### src/rtl/pwem_cfg.svh
`ifndef PWEM_CFG_SVH
`define PWEM_CFG_SVH
// ==========================================================
// timing
`define PWEM_CLK_MHZ        10
`define PWEM_HALF_MS_US     500
`define PWEM_HALF_MS_CYC    (`PWEM_HALF_MS_US * `PWEM_CLK_MHZ)
`define PWEM_SETTLE_US      30
`define PWEM_SETTLE_CYC     (`PWEM_SETTLE_US * `PWEM_CLK_MHZ)
`define PWEM_PD_DELAY_US    100
`define PWEM_PD_DELAY_CYC   (`PWEM_PD_DELAY_US * `PWEM_CLK_MHZ)
// ==========================================================
// expiry tally arithmetic
`define PWEM_EXP_UP         3'h2
`define PWEM_EXP_DOWN       3'h1
`define PWEM_EXP_LOW_LIMIT  3'h2
// ==========================================================
// device register indices (device's own port)
`define PWEM_R_CTRL         4'h0
`define PWEM_R_PERIOD       4'h1
`define PWEM_R_REFRESH      4'h2
`define PWEM_R_EXPIRY       4'h3
`define PWEM_R_EVTALLY      4'h4
`define PWEM_R_EVLIMIT      4'h5
`define PWEM_R_IRQ          4'h6
`define PWEM_R_KEEP         4'h7
`define PWEM_R_STATUS       4'h8
// ==========================================================
// field positions
`define PWEM_B_TIMER_EN     0
`define PWEM_B_STBY_EN      1
`define PWEM_B_RST_TYPE     2
`define PWEM_B_IRQ_MASK     1
// ==========================================================
// reset values
`define PWEM_SYNC_RST       4'h1
`define PWEM_RD_RST         8'h00
// ==========================================================
// host apb offsets
`define PWEM_A_CMD          12'h000
`define PWEM_A_RDADDR       12'h004
`define PWEM_A_RDDATA       12'h008
`define PWEM_A_FAILCTL      12'h00c
`define PWEM_A_STATUS       12'h010
`endif

### src/rtl/pwem_pkg.sv
package pwem_pkg;
  typedef enum logic [2:0] {
    PWEM_OFF      = 3'b000,
    PWEM_PWRUP    = 3'b001,
    PWEM_RUN      = 3'b010,
    PWEM_STBY     = 3'b011,
    PWEM_SOFT     = 3'b100,
    PWEM_HARDDN   = 3'b101,
    PWEM_HARDWT   = 3'b110,
    PWEM_FAILSAFE = 3'b111
  } pwem_state_type;
endpackage : pwem_pkg

### src/rtl/pwem_if.sv
`timescale 1ns/10ps
`default_nettype none
interface pwem_if;
  logic       wrEn;       // one-cycle register write strobe
  logic       wrSecure;   // write is a secure write
  logic [3:0] wrAddr;     // register index of write
  logic [7:0] wrData;     // write data
  logic [3:0] rdAddr;     // register index to read
  logic [7:0] rdData;     // read data, one cycle after rdAddr
  logic       hostFailN;  // host failure input, low = failure
  logic       hostResetN; // host reset, low = held in reset
  logic       irqN;       // interrupt, low = pending
  modport device (input wrEn, wrSecure, wrAddr, wrData, rdAddr, hostFailN,
                  output rdData, hostResetN, irqN);
  modport host (output wrEn, wrSecure, wrAddr, wrData, rdAddr, hostFailN,
                input rdData, hostResetN, irqN);
endinterface : pwem_if
`default_nettype wire

### src/rtl/pwem_device.sv
// How it works
// - event from fail input or expiry tally
// - input picks soft/hard; timer always hard
// - timer counts up; start sets pending flag
// - host writes one to refresh in window
// - timer cleared off, idle until reset released
// - period two to code milliseconds, fused default
// - period rewrite while on restarts timer
// - refresh lowers tally one; miss adds two
// - tally reaching limit starts event
// - limit two or less: first expiry fires
// - window mode accepts second half only
// - enable bit, secure write when secured
// - standby enable bit, secure write when secured
// - both enables default from fuses
// - soft reset keeps host reset released
// - keep bit decides regulator restore
// - sequenced ramp to default, others off
// - settle, 30 us, run, interrupt flag set, mask kept
// - hard: off, delay, 30 us, reload, power
// - after reset, standby request picks standby
// - event tally counts, limit goes fail-safe
// - event tally cleared when off
//
// Added by the designer: the register addresses and the APB interface to the registers.
`timescale 1ns/10ps
`default_nettype none
`include "pwem_cfg.svh"
module pwem_device #(
  parameter int unsigned HALF_MS_CYC  = `PWEM_HALF_MS_CYC,
  parameter int unsigned PD_DELAY_CYC = `PWEM_PD_DELAY_CYC
) (
  input  wire logic       clk,               // 10 MHz clock
  input  wire logic       rst,               // async reset, high
  pwem_if.device          bus,               // host side
  input  wire logic       powerGood,         // supply present pin
  input  wire logic       standbyPin,        // standby request pin
  input  wire logic       sharedFailLineN,   // shared fail line pin
  input  wire logic       regSettled,        // outputs settled pin
  input  wire logic       secureModeEn,      // secure-write mode
  input  wire logic [3:0] fusedPeriodCode,   // fused period code
  input  wire logic [2:0] fusedExpiryLimit,  // fused expiry limit
  input  wire logic       fusedWindowMode,   // fused window mode
  input  wire logic       fusedTimerEnable,  // fused timer enable
  input  wire logic       fusedStbyEnable,   // fused standby enable
  input  wire logic [3:0] fusedEventLimit,   // fused event limit
  input  wire logic       fusedResetType,    // fused input reset type
  input  wire logic [3:0] fusedKeep,         // fused keep bits
  input  wire logic [3:0] inSequence,        // regulators in sequence
  output logic      [3:0] regOn,             // regulator enables
  output logic      [3:0] regRestore,        // ramp to default
  output logic      [2:0] pmState            // state code
);
  // ========================================================
  // pin synchronisers
  logic [3:0] s1, s2, s3, filt, next_filt;
  logic       standbyReq, failLineN, pwrOk, settled;
  always_comb begin
    next_filt = ((s2 ~^ s3) & s3) | ((s2 ^ s3) & filt);
  end
  always_ff @(posedge clk or posedge rst) begin
    if (rst) begin
      s1   <= `PWEM_SYNC_RST;
      s2   <= `PWEM_SYNC_RST;
      s3   <= `PWEM_SYNC_RST;
      filt <= `PWEM_SYNC_RST;
    end else begin
      s1   <= {regSettled, powerGood, standbyPin, sharedFailLineN};
      s2   <= s1;
      s3   <= s2;
      filt <= next_filt;
    end
  end
  assign {settled, pwrOk, standbyReq, failLineN} = filt;
  // ========================================================
  // main state
  function automatic logic [16:0] pwemHalves(input logic [3:0] c);
    pwemHalves = 17'h2 << c;
  endfunction : pwemHalves
  pwem_pkg::pwem_state_type state, next_state;
  logic        timerEn, stbyEn, rstType, irqMask, irqFlag, pending, live, failPrev;
  logic        next_timerEn, next_stbyEn, next_rstType, next_irqMask;
  logic        next_irqFlag, next_pending, next_live, next_failPrev;
  logic        resetN, irqN, next_resetN, next_irqN;
  logic [3:0]  period, keep, evTally, evLimit, next_regOn, next_regRestore;
  logic [3:0]  next_period, next_keep, next_evTally, next_evLimit;
  logic [2:0]  expTally, expLimit, next_expTally, next_expLimit;
  logic [15:0] pre, waitCnt, next_pre, next_waitCnt;
  logic [16:0] halfCnt, next_halfCnt;
  logic [7:0]  rdData, next_rdData;
  logic        onState, timerRun, restart, missed, timerEvt, failEvt;
  logic        loadAll, loadSoft, secOk;
  always_comb begin
    next_state = state;      next_timerEn = timerEn;   next_stbyEn = stbyEn;
    next_rstType = rstType;  next_irqMask = irqMask;   next_irqFlag = irqFlag;
    next_pending = pending;  next_live = live;         next_failPrev = bus.hostFailN;
    next_resetN = resetN;    next_period = period;     next_keep = keep;
    next_evTally = evTally;  next_evLimit = evLimit;   next_expTally = expTally;
    next_expLimit = expLimit; next_pre = pre;          next_waitCnt = waitCnt;
    next_halfCnt = halfCnt;  next_regOn = regOn;       next_regRestore = regRestore;
    restart = 1'b0; missed = 1'b0; timerEvt = 1'b0; loadAll = 1'b0; loadSoft = 1'b0;
    onState = (state == pwem_pkg::PWEM_RUN) || (state == pwem_pkg::PWEM_STBY);
    secOk   = ~secureModeEn | bus.wrSecure;
    failEvt = onState & failPrev & ~bus.hostFailN;
    timerRun = resetN & timerEn & ((state == pwem_pkg::PWEM_RUN) |
               ((state == pwem_pkg::PWEM_STBY) & stbyEn));
    if (bus.wrEn && onState) begin
      unique case (bus.wrAddr)
        `PWEM_R_CTRL: begin
          if (secOk) begin
            next_timerEn = bus.wrData[`PWEM_B_TIMER_EN];
            next_stbyEn  = bus.wrData[`PWEM_B_STBY_EN];
          end
          next_rstType = bus.wrData[`PWEM_B_RST_TYPE];
        end
        `PWEM_R_PERIOD: begin
          next_period = bus.wrData[3:0];
          restart = 1'b1;
        end
        `PWEM_R_REFRESH: begin
          if (bus.wrData[0] && pending && live) begin
            // early refresh in window mode is a miss
            if (fusedWindowMode && (halfCnt < (17'h1 << period))) begin
              missed = 1'b1;
            end else begin
              next_pending = 1'b0;
              restart = 1'b1;
              if (expTally != 3'h0) next_expTally = expTally - `PWEM_EXP_DOWN;
            end
          end
        end
        `PWEM_R_EXPIRY:  next_expLimit = bus.wrData[6:4];
        `PWEM_R_EVTALLY: next_evTally = 4'h0;
        `PWEM_R_EVLIMIT: next_evLimit = bus.wrData[3:0];
        `PWEM_R_IRQ: begin
          if (bus.wrData[0]) next_irqFlag = 1'b0;
          next_irqMask = bus.wrData[`PWEM_B_IRQ_MASK];
        end
        `PWEM_R_KEEP: next_keep = bus.wrData[3:0];
        default: ;
      endcase
    end
    // timer, counted in half milliseconds
    if (!timerRun) begin
      next_live = 1'b0; next_pre = 16'h0; next_halfCnt = 17'h0;
    end else if (!live) begin
      next_live = 1'b1; next_pending = 1'b1;
    end else if (pre == 16'(HALF_MS_CYC - 1)) begin
      next_pre = 16'h0;
      if (halfCnt + 17'h1 == pwemHalves(period)) missed = 1'b1;
      else next_halfCnt = halfCnt + 17'h1;
    end else begin
      next_pre = pre + 16'h1;
    end
    if (missed) begin
      next_expTally = (expTally > 3'h5) ? 3'h7 : expTally + `PWEM_EXP_UP;
      restart = 1'b1;
      timerEvt = (next_expTally >= expLimit) || (expLimit <= `PWEM_EXP_LOW_LIMIT);
    end
    if (restart && timerRun && live) begin
      next_pre = 16'h0; next_halfCnt = 17'h0; next_pending = 1'b1;
    end
    unique case (state)
      pwem_pkg::PWEM_OFF: begin
        loadAll = 1'b1; next_evTally = 4'h0;
        if (pwrOk && failLineN) begin
          next_state = pwem_pkg::PWEM_PWRUP; next_regOn = inSequence;
        end
      end
      pwem_pkg::PWEM_PWRUP: if (settled) begin
        next_resetN = 1'b1;
        next_state = standbyReq ? pwem_pkg::PWEM_STBY : pwem_pkg::PWEM_RUN;
      end
      pwem_pkg::PWEM_RUN:  if (standbyReq) next_state = pwem_pkg::PWEM_STBY;
      pwem_pkg::PWEM_STBY: if (!standbyReq) next_state = pwem_pkg::PWEM_RUN;
      pwem_pkg::PWEM_SOFT: begin
        if (!settled) next_waitCnt = 16'h0;
        else if (waitCnt == 16'(`PWEM_SETTLE_CYC - 1)) begin
          next_regRestore = 4'h0; next_irqFlag = 1'b1;
          next_state = standbyReq ? pwem_pkg::PWEM_STBY : pwem_pkg::PWEM_RUN;
        end else next_waitCnt = waitCnt + 16'h1;
      end
      pwem_pkg::PWEM_HARDDN: begin
        if (waitCnt == 16'(PD_DELAY_CYC - 1)) begin
          next_waitCnt = 16'h0; next_state = pwem_pkg::PWEM_HARDWT;
        end else next_waitCnt = waitCnt + 16'h1;
      end
      pwem_pkg::PWEM_HARDWT: begin
        if (waitCnt == 16'(`PWEM_SETTLE_CYC - 1)) begin
          loadAll = 1'b1;
          if (failLineN) begin
            next_state = pwem_pkg::PWEM_PWRUP; next_regOn = inSequence;
          end
        end else next_waitCnt = waitCnt + 16'h1;
      end
      pwem_pkg::PWEM_FAILSAFE: ;
    endcase
    if (timerEvt || failEvt) begin
      next_evTally = (evTally == 4'hf) ? 4'hf : evTally + 4'h1;
      next_waitCnt = 16'h0;
      if (next_evTally == evLimit) begin
        next_state = pwem_pkg::PWEM_FAILSAFE; next_regOn = 4'h0; next_resetN = 1'b0;
      end else if (failEvt && !timerEvt && rstType) begin
        next_state = pwem_pkg::PWEM_SOFT; loadSoft = 1'b1;
        next_regRestore = ~keep & inSequence;
        next_regOn = regOn & (inSequence | keep);
      end else begin
        next_state = pwem_pkg::PWEM_HARDDN; next_regOn = 4'h0; next_resetN = 1'b0;
      end
    end
    if (!pwrOk) begin
      next_state = pwem_pkg::PWEM_OFF; next_regOn = 4'h0;
      next_regRestore = 4'h0; next_resetN = 1'b0;
    end
    if (loadSoft || loadAll) begin
      next_timerEn = fusedTimerEnable; next_stbyEn = fusedStbyEnable;
      next_period = fusedPeriodCode; next_keep = fusedKeep;
    end
    if (loadAll) begin
      next_expLimit = fusedExpiryLimit; next_evLimit = fusedEventLimit;
      next_rstType = fusedResetType; next_expTally = 3'h0; next_pending = 1'b0;
      next_irqFlag = 1'b0; next_irqMask = 1'b0;
    end
    next_irqN = ~(next_irqFlag & ~next_irqMask);
    unique case (bus.rdAddr)
      `PWEM_R_CTRL:    next_rdData = {5'h0, rstType, stbyEn, timerEn};
      `PWEM_R_PERIOD:  next_rdData = {4'h0, period};
      `PWEM_R_REFRESH: next_rdData = {7'h0, pending};
      `PWEM_R_EXPIRY:  next_rdData = {1'b0, expLimit, 1'b0, expTally};
      `PWEM_R_EVTALLY: next_rdData = {4'h0, evTally};
      `PWEM_R_EVLIMIT: next_rdData = {4'h0, evLimit};
      `PWEM_R_IRQ:     next_rdData = {6'h0, irqMask, irqFlag};
      `PWEM_R_KEEP:    next_rdData = {4'h0, keep};
      `PWEM_R_STATUS:  next_rdData = {5'h0, state};
      default:         next_rdData = `PWEM_RD_RST;
    endcase
  end
  always_ff @(posedge clk or posedge rst) begin
    if (rst) begin
      state <= pwem_pkg::PWEM_OFF;
      timerEn <= 1'b0;  stbyEn <= 1'b0;  rstType <= 1'b0;  irqMask <= 1'b0;
      irqFlag <= 1'b0;  pending <= 1'b0; live <= 1'b0;     failPrev <= 1'b1;
      resetN <= 1'b0;   irqN <= 1'b1;    period <= 4'h0;   keep <= 4'h0;
      evTally <= 4'h0;  evLimit <= 4'h0; expTally <= 3'h0; expLimit <= 3'h0;
      pre <= 16'h0;     waitCnt <= 16'h0; halfCnt <= 17'h0; rdData <= `PWEM_RD_RST;
      regOn <= 4'h0;    regRestore <= 4'h0;
    end else begin
      state <= next_state;
      timerEn <= next_timerEn;   stbyEn <= next_stbyEn;     rstType <= next_rstType;
      irqMask <= next_irqMask;   irqFlag <= next_irqFlag;   pending <= next_pending;
      live <= next_live;         failPrev <= next_failPrev; resetN <= next_resetN;
      irqN <= next_irqN;         period <= next_period;     keep <= next_keep;
      evTally <= next_evTally;   evLimit <= next_evLimit;   expTally <= next_expTally;
      expLimit <= next_expLimit; pre <= next_pre;           waitCnt <= next_waitCnt;
      halfCnt <= next_halfCnt;   rdData <= next_rdData;
      regOn <= next_regOn;       regRestore <= next_regRestore;
    end
  end
  assign bus.rdData     = rdData;
  assign bus.hostResetN = resetN;
  assign bus.irqN       = irqN;
  assign pmState        = state;
endmodule : pwem_device
`default_nettype wire

### src/flat_wrapper.sv
// flat-port wrapper written by rule: the top's interface ports become plain ports
module pwem_device_flat 
#(
  parameter int unsigned HALF_MS_CYC  = `PWEM_HALF_MS_CYC,
  parameter int unsigned PD_DELAY_CYC = `PWEM_PD_DELAY_CYC
)
  (clk, rst, powerGood, standbyPin, sharedFailLineN, regSettled, secureModeEn, fusedPeriodCode, fusedExpiryLimit, fusedWindowMode, fusedTimerEnable, fusedStbyEnable, fusedEventLimit, fusedResetType, fusedKeep, inSequence, regOn, regRestore, pmState, bus_wrEn, bus_wrSecure, bus_wrAddr, bus_wrData, bus_rdAddr, bus_hostFailN, bus_rdData, bus_hostResetN, bus_irqN);
  pwem_if bus_i ();
  input  wire logic clk;
  input  wire logic rst;
  input  wire logic powerGood;
  input  wire logic standbyPin;
  input  wire logic sharedFailLineN;
  input  wire logic regSettled;
  input  wire logic secureModeEn;
  input  wire logic [3:0] fusedPeriodCode;
  input  wire logic [2:0] fusedExpiryLimit;
  input  wire logic fusedWindowMode;
  input  wire logic fusedTimerEnable;
  input  wire logic fusedStbyEnable;
  input  wire logic [3:0] fusedEventLimit;
  input  wire logic fusedResetType;
  input  wire logic [3:0] fusedKeep;
  input  wire logic [3:0] inSequence;
  output logic      [3:0] regOn;
  output logic      [3:0] regRestore;
  output logic      [2:0] pmState;
  input wire logic [$bits(bus_i.wrEn)-1:0] bus_wrEn;
  input wire logic [$bits(bus_i.wrSecure)-1:0] bus_wrSecure;
  input wire logic [$bits(bus_i.wrAddr)-1:0] bus_wrAddr;
  input wire logic [$bits(bus_i.wrData)-1:0] bus_wrData;
  input wire logic [$bits(bus_i.rdAddr)-1:0] bus_rdAddr;
  input wire logic [$bits(bus_i.hostFailN)-1:0] bus_hostFailN;
  output wire logic [$bits(bus_i.rdData)-1:0] bus_rdData;
  output wire logic [$bits(bus_i.hostResetN)-1:0] bus_hostResetN;
  output wire logic [$bits(bus_i.irqN)-1:0] bus_irqN;
  assign bus_i.wrEn = bus_wrEn;
  assign bus_i.wrSecure = bus_wrSecure;
  assign bus_i.wrAddr = bus_wrAddr;
  assign bus_i.wrData = bus_wrData;
  assign bus_i.rdAddr = bus_rdAddr;
  assign bus_i.hostFailN = bus_hostFailN;
  assign bus_rdData = bus_i.rdData;
  assign bus_hostResetN = bus_i.hostResetN;
  assign bus_irqN = bus_i.irqN;
  pwem_device #(.HALF_MS_CYC(HALF_MS_CYC), .PD_DELAY_CYC(PD_DELAY_CYC)) u_core (.clk(clk), .rst(rst), .bus(bus_i), .powerGood(powerGood), .standbyPin(standbyPin), .sharedFailLineN(sharedFailLineN), .regSettled(regSettled), .secureModeEn(secureModeEn), .fusedPeriodCode(fusedPeriodCode), .fusedExpiryLimit(fusedExpiryLimit), .fusedWindowMode(fusedWindowMode), .fusedTimerEnable(fusedTimerEnable), .fusedStbyEnable(fusedStbyEnable), .fusedEventLimit(fusedEventLimit), .fusedResetType(fusedResetType), .fusedKeep(fusedKeep), .inSequence(inSequence), .regOn(regOn), .regRestore(regRestore), .pmState(pmState));
endmodule
### config.mk
export PLATFORM = sky130hd
export DESIGN_NAME = pwem_device_flat
export DESIGN_NICKNAME = d
export VERILOG_FILES = /design/src/rtl/pwem_pkg.sv /design/src/rtl/pwem_if.sv /design/src/rtl/pwem_device.sv /design/src/flat_wrapper.sv
export VERILOG_INCLUDE_DIRS = /design/src /design/src/rtl
export SDC_FILE = /design/constraint.sdc
export NUM_CORES = 1
export LEC_CHECK = 0
export ABC_CLOCK_PERIOD_IN_PS = 4860
export BUFFER_PORTS_ARGS = -buffer_cell sky130_fd_sc_hd__buf_2
export CORE_MARGIN = 1
export CORE_UTILIZATION = 35
export DETAILED_ROUTE_END_ITERATION = 8
export SLEW_MARGIN = 20
export SYNTH_ARGS = -nofsm -noshare
export SYNTH_HDL_FRONTEND = slang
export SYNTH_SLANG_ARGS = --single-unit
### constraint.sdc
create_clock -name clk -period 4.86 [get_ports clk]
set_clock_uncertainty 0.1 [all_clocks]
set_input_delay 0.243 -clock clk [delete_from_list [all_inputs] [get_ports clk]]
set_output_delay 0.243 -clock clk [all_outputs]
set_load 0.02 [all_outputs]
==> flow_summary.toml <==
[cells_and_area]
drive_above_1_share_pct = 17.36
fin_cells = 1191
final.fill_count = 2062
syn_to_final_growth_pct = 17.49
final_nets = 982
diodes = 0

[timing]
period_needed_ns = 4.266
fmax_ghz = 0.2344
fin_crit_sh_pct = 87.78
tightest_slew_ns = 0.8934
hold_viol = 0
setup_ws_ns = 0.5939
maxSlewViolCount = 0
rsz0062_at_grt = "no"
tns_ns = 0
relSlewSlack_pct = 40.29
final-setup-viol-count = 0

[routing]
dr.pass1.iters = 5
drtIter0Drc = 434
drc = 0
ant_nets = 0
routedWlPerCell_microns = 17.41
viasPerCell = 5.498
vias = 6548
wirelength_microns = 20740

[synthesis]
yosys.area.top_type_share_pct = 35.67
synthFlopType = "dfrtp_1"
synth_commonest_cells = "dfrtp_1, nand2_1, nor2_1"
synth_edf_count = 0
synth_area_sq_mm = 0.007646
ys_top_cells_by_area = "dfrtp_1, ha_1, a21oi_1, nand2_1, nor2_1"
syn_avg_cell_area_sq_um = 9.212
yosysWarnings = 0
async_flop_share_pct = 100.0
ys_ff_latch = 115
synth_top_area_cell = "dfrtp_1"
yosysUniqueCellTypes = 75
syn_nets = 909
ys_seq_area_share_pct = 37.74
synthCells = 830
synth.most_common_cell = "dfrtp_1"

[clock_network]
clkSlewWorstSetupHoldPaths_ns = 0.05
post_cts_resized = 0
cts_buffers = 17
clk_latency_ns = 0.43
cts_tree = "done"
max-clock-path-buffers = 2
htreeDepth = 4
cts-root-buf = "clkbuf_16"
cts.sinks = 115

[placed_design]
post-place-ws_ns = 0.6127
dp_cells = 1135
hpwl_microns = 14860
routabilityCongestion = 0.8588
port_buffers = 67

[critical_path]
critical_path.top_delay_family = "compound AO/OA/AOI/OAI gates"
regToRegSetupSlack_ns = 0.59
crit_arrival_ns = 4.47
timing.rr.end = "u_core.stbyEn$_DFFE_PP0P_"
cp_slowest_cell = "dfrtp_1"
rr_startpoint = "u_core.period[3]$_DFFE_PP0P_"
crit_start = "u_core.period[3]$_DFFE_PP0P_"
criticalPathCategory = "register to register"
crit_required_ns = 5.06
start_kind = "register"
path_cells = "nor4bb_1, inv_1, ha_1, a21oi_1, nor2_1, a2111oi_0, a31oi_1, nor2_1, a311oi_2, a21oi_4, mux2_2"
cp-end-kind = "register"
cp_num_buf_inv = 1
max_stage_delay_ns = 0.67
path_max_fanout = 18
reg2regPathDepth = 11
cpMostUsedCell = "nor2_1"

[floorplanning]
start_util_pct = 36.03
die-area_sq_mm = 0.02244
ioPinCount = 70
coreArea_sq_mm = 0.02122
die_y_microns = 149.8
rows = 53
chipWidth_microns = 149.8

[global_route]
grt_max_degree = 60
antenna_found_initial = 0
grt_pass1_vias = 6351
grt_pass1_wl_microns = 33650
grt_usage_pct = 19.38
grt_remaining_overflow = 0

[min_path]
hold_depth = 3
worstHoldStart = "bus_wrData[5]"
holdPathEnd = "u_core.expLimit[1]$_DFFE_PP0P_"
hp-class = "input pin to register"

[power_and_ir_drop]
sw_frac_of_total_pct = 34.80
p_comb_share_pct = 30.3
power_uw = 3691
p_per_area_mw_per_mm2 = 410.8
vdd_drop_max_v = 0.0003063
seqPwrFrac_pct = 34.7
power_frac_clock_pct = 35.0
p_int_uw = 2406
power.switching_uw = 1285
leakagePower_uw = 0.003813

[flow_run]
cap_viol_max_count = 0

[run_status]
status = "finished clean"
-- state kept, by name, summed over array words and instances, names as in the netlist, 3 cells and up --
| register | cells |
|---|---|
| u_core.keep | 4 |
| u_core.s2 | 4 |
| u_core.s1 | 4 |
| u_core.expTally | 3 |
| u_core.evLimit | 4 |
| u_core.waitCnt | 16 |
| u_core.period | 4 |
| u_core.filt | 4 |
| u_core.regOn | 4 |
| u_core.bus.rdData | 7 |
| u_core.expLimit | 3 |
| u_core.evTally | 4 |
| u_core.pmState | 3 |
| u_core.pre | 16 |
| u_core.regRestore | 4 |
| u_core.halfCnt | 17 |
| u_core.s3 | 4 |
-- per-layer routing --
layer	share of wire [%]	wire length, microns	global-route usage, %
met1	48	9869	25.71
met2	47	9725	31.23
met3	3.7	777	3.963
met4	1.8	365	6.616
met5	0	0	0
-- cell usage in the layout (no fill, tap or decap), types with 13 or more instances in the layout --
master,count
a21oi_1,53
dfrtp_1,109
mux2_2,21
a22oi_1,17
nor3_1,13
and3_1,30
nor3b_1,13
nand2_1,67
o21ai_0,46
ha_1,30
nand4_1,17
clkbuf_16,17
o31ai_1,14
nand3_1,23
nor2_1,65
mux2i_1,21
dlygate4sd3_1,24
buf_2,67
xnor2_1,25
nor2b_1,18
inv_1,28
-- final cells by class --
type	count	area (sq um)	share of cell area, %
tap	275	344.1	3.830
inverter	29	111.4	1.240
multi-input combinational	642	4408	49.07
clock inverter	8	125.1	1.393
clock buffer	24	481.7	5.362
timing repair buffer	98	628.1	6.992
sequential	115	2885	32.12
-- kinds of logic (layout without fill, tap and decap cells) --
kind of cell | after synthesis | in the layout | share of synthesized area (%)
flops | 115 | 115 | 37.74
mux | 45 | 45 | 6.726
fa+ha+maj | 30 | 30 | 4.909
xor+xnor | 38 | 38 | 4.762
simple gates | 327 | 327 | 24.27
other cells | 1 | 1 | 0.04904
buf+inv | 73 | 159 | 4.647
compound gates | 201 | 201 | 16.90
-- power groups by stage --
stage,Clock [uW],Sequential (uW),Combinational (uW)
2_1_floorplan,0,1190,902
3_3_place_gp,0,1290,1090
3_5_place_dp,0,1290,1100
4_1_cts,1320,1280,1120
5_1_grt,1360,1300,1230
6_report,1290,1280,1120
-- worst reg2reg max path: stages (launching register included) --
cell,delay [ns]
dfrtp_1,0.67
nor4bb_1,0.42
inv_1,0.08
ha_1,0.29
a21oi_1,0.13
nor2_1,0.05
a2111oi_0,0.46
a31oi_1,0.28
nor2_1,0.43
a311oi_2,0.31
a21oi_4,0.51
mux2_2,0.39
-- through the flow --
stage / hold slack, ns / cell area, sq um / utilization (%)
after floorplan: 0.1475 / 7646 / -
after global placement: 0.2374 / 8137 / 38.34
after detailed placement: 0.2347 / 8137 / 38.34
after CTS: 0.007664 / 8984 / 42.33
after global routing: 0.005070 / 8984 / 42.33
final: 0.01669 / 8984 / 42.33
-- worst max path at each step --
stage,endpoint,depth (start not counted)
floorplan,u_core.keep[0]$_DFFE_PP0P_,12
global placement,u_core.keep[3]$_DFFE_PP0P_,11
detailed placement,u_core.stbyEn$_DFFE_PP0P_,11
CTS,u_core.stbyEn$_DFFE_PP0P_,11
global route,u_core.stbyEn$_DFFE_PP0P_,11
finish,u_core.stbyEn$_DFFE_PP0P_,11
-- what timing repair did --
item | in CTS | in global routing
buffers inserted | 0 | 0
hold buffers | 24 | 0
endpoints found under the hold margin | 81 | 0
(Power assumes the default switching activity.)
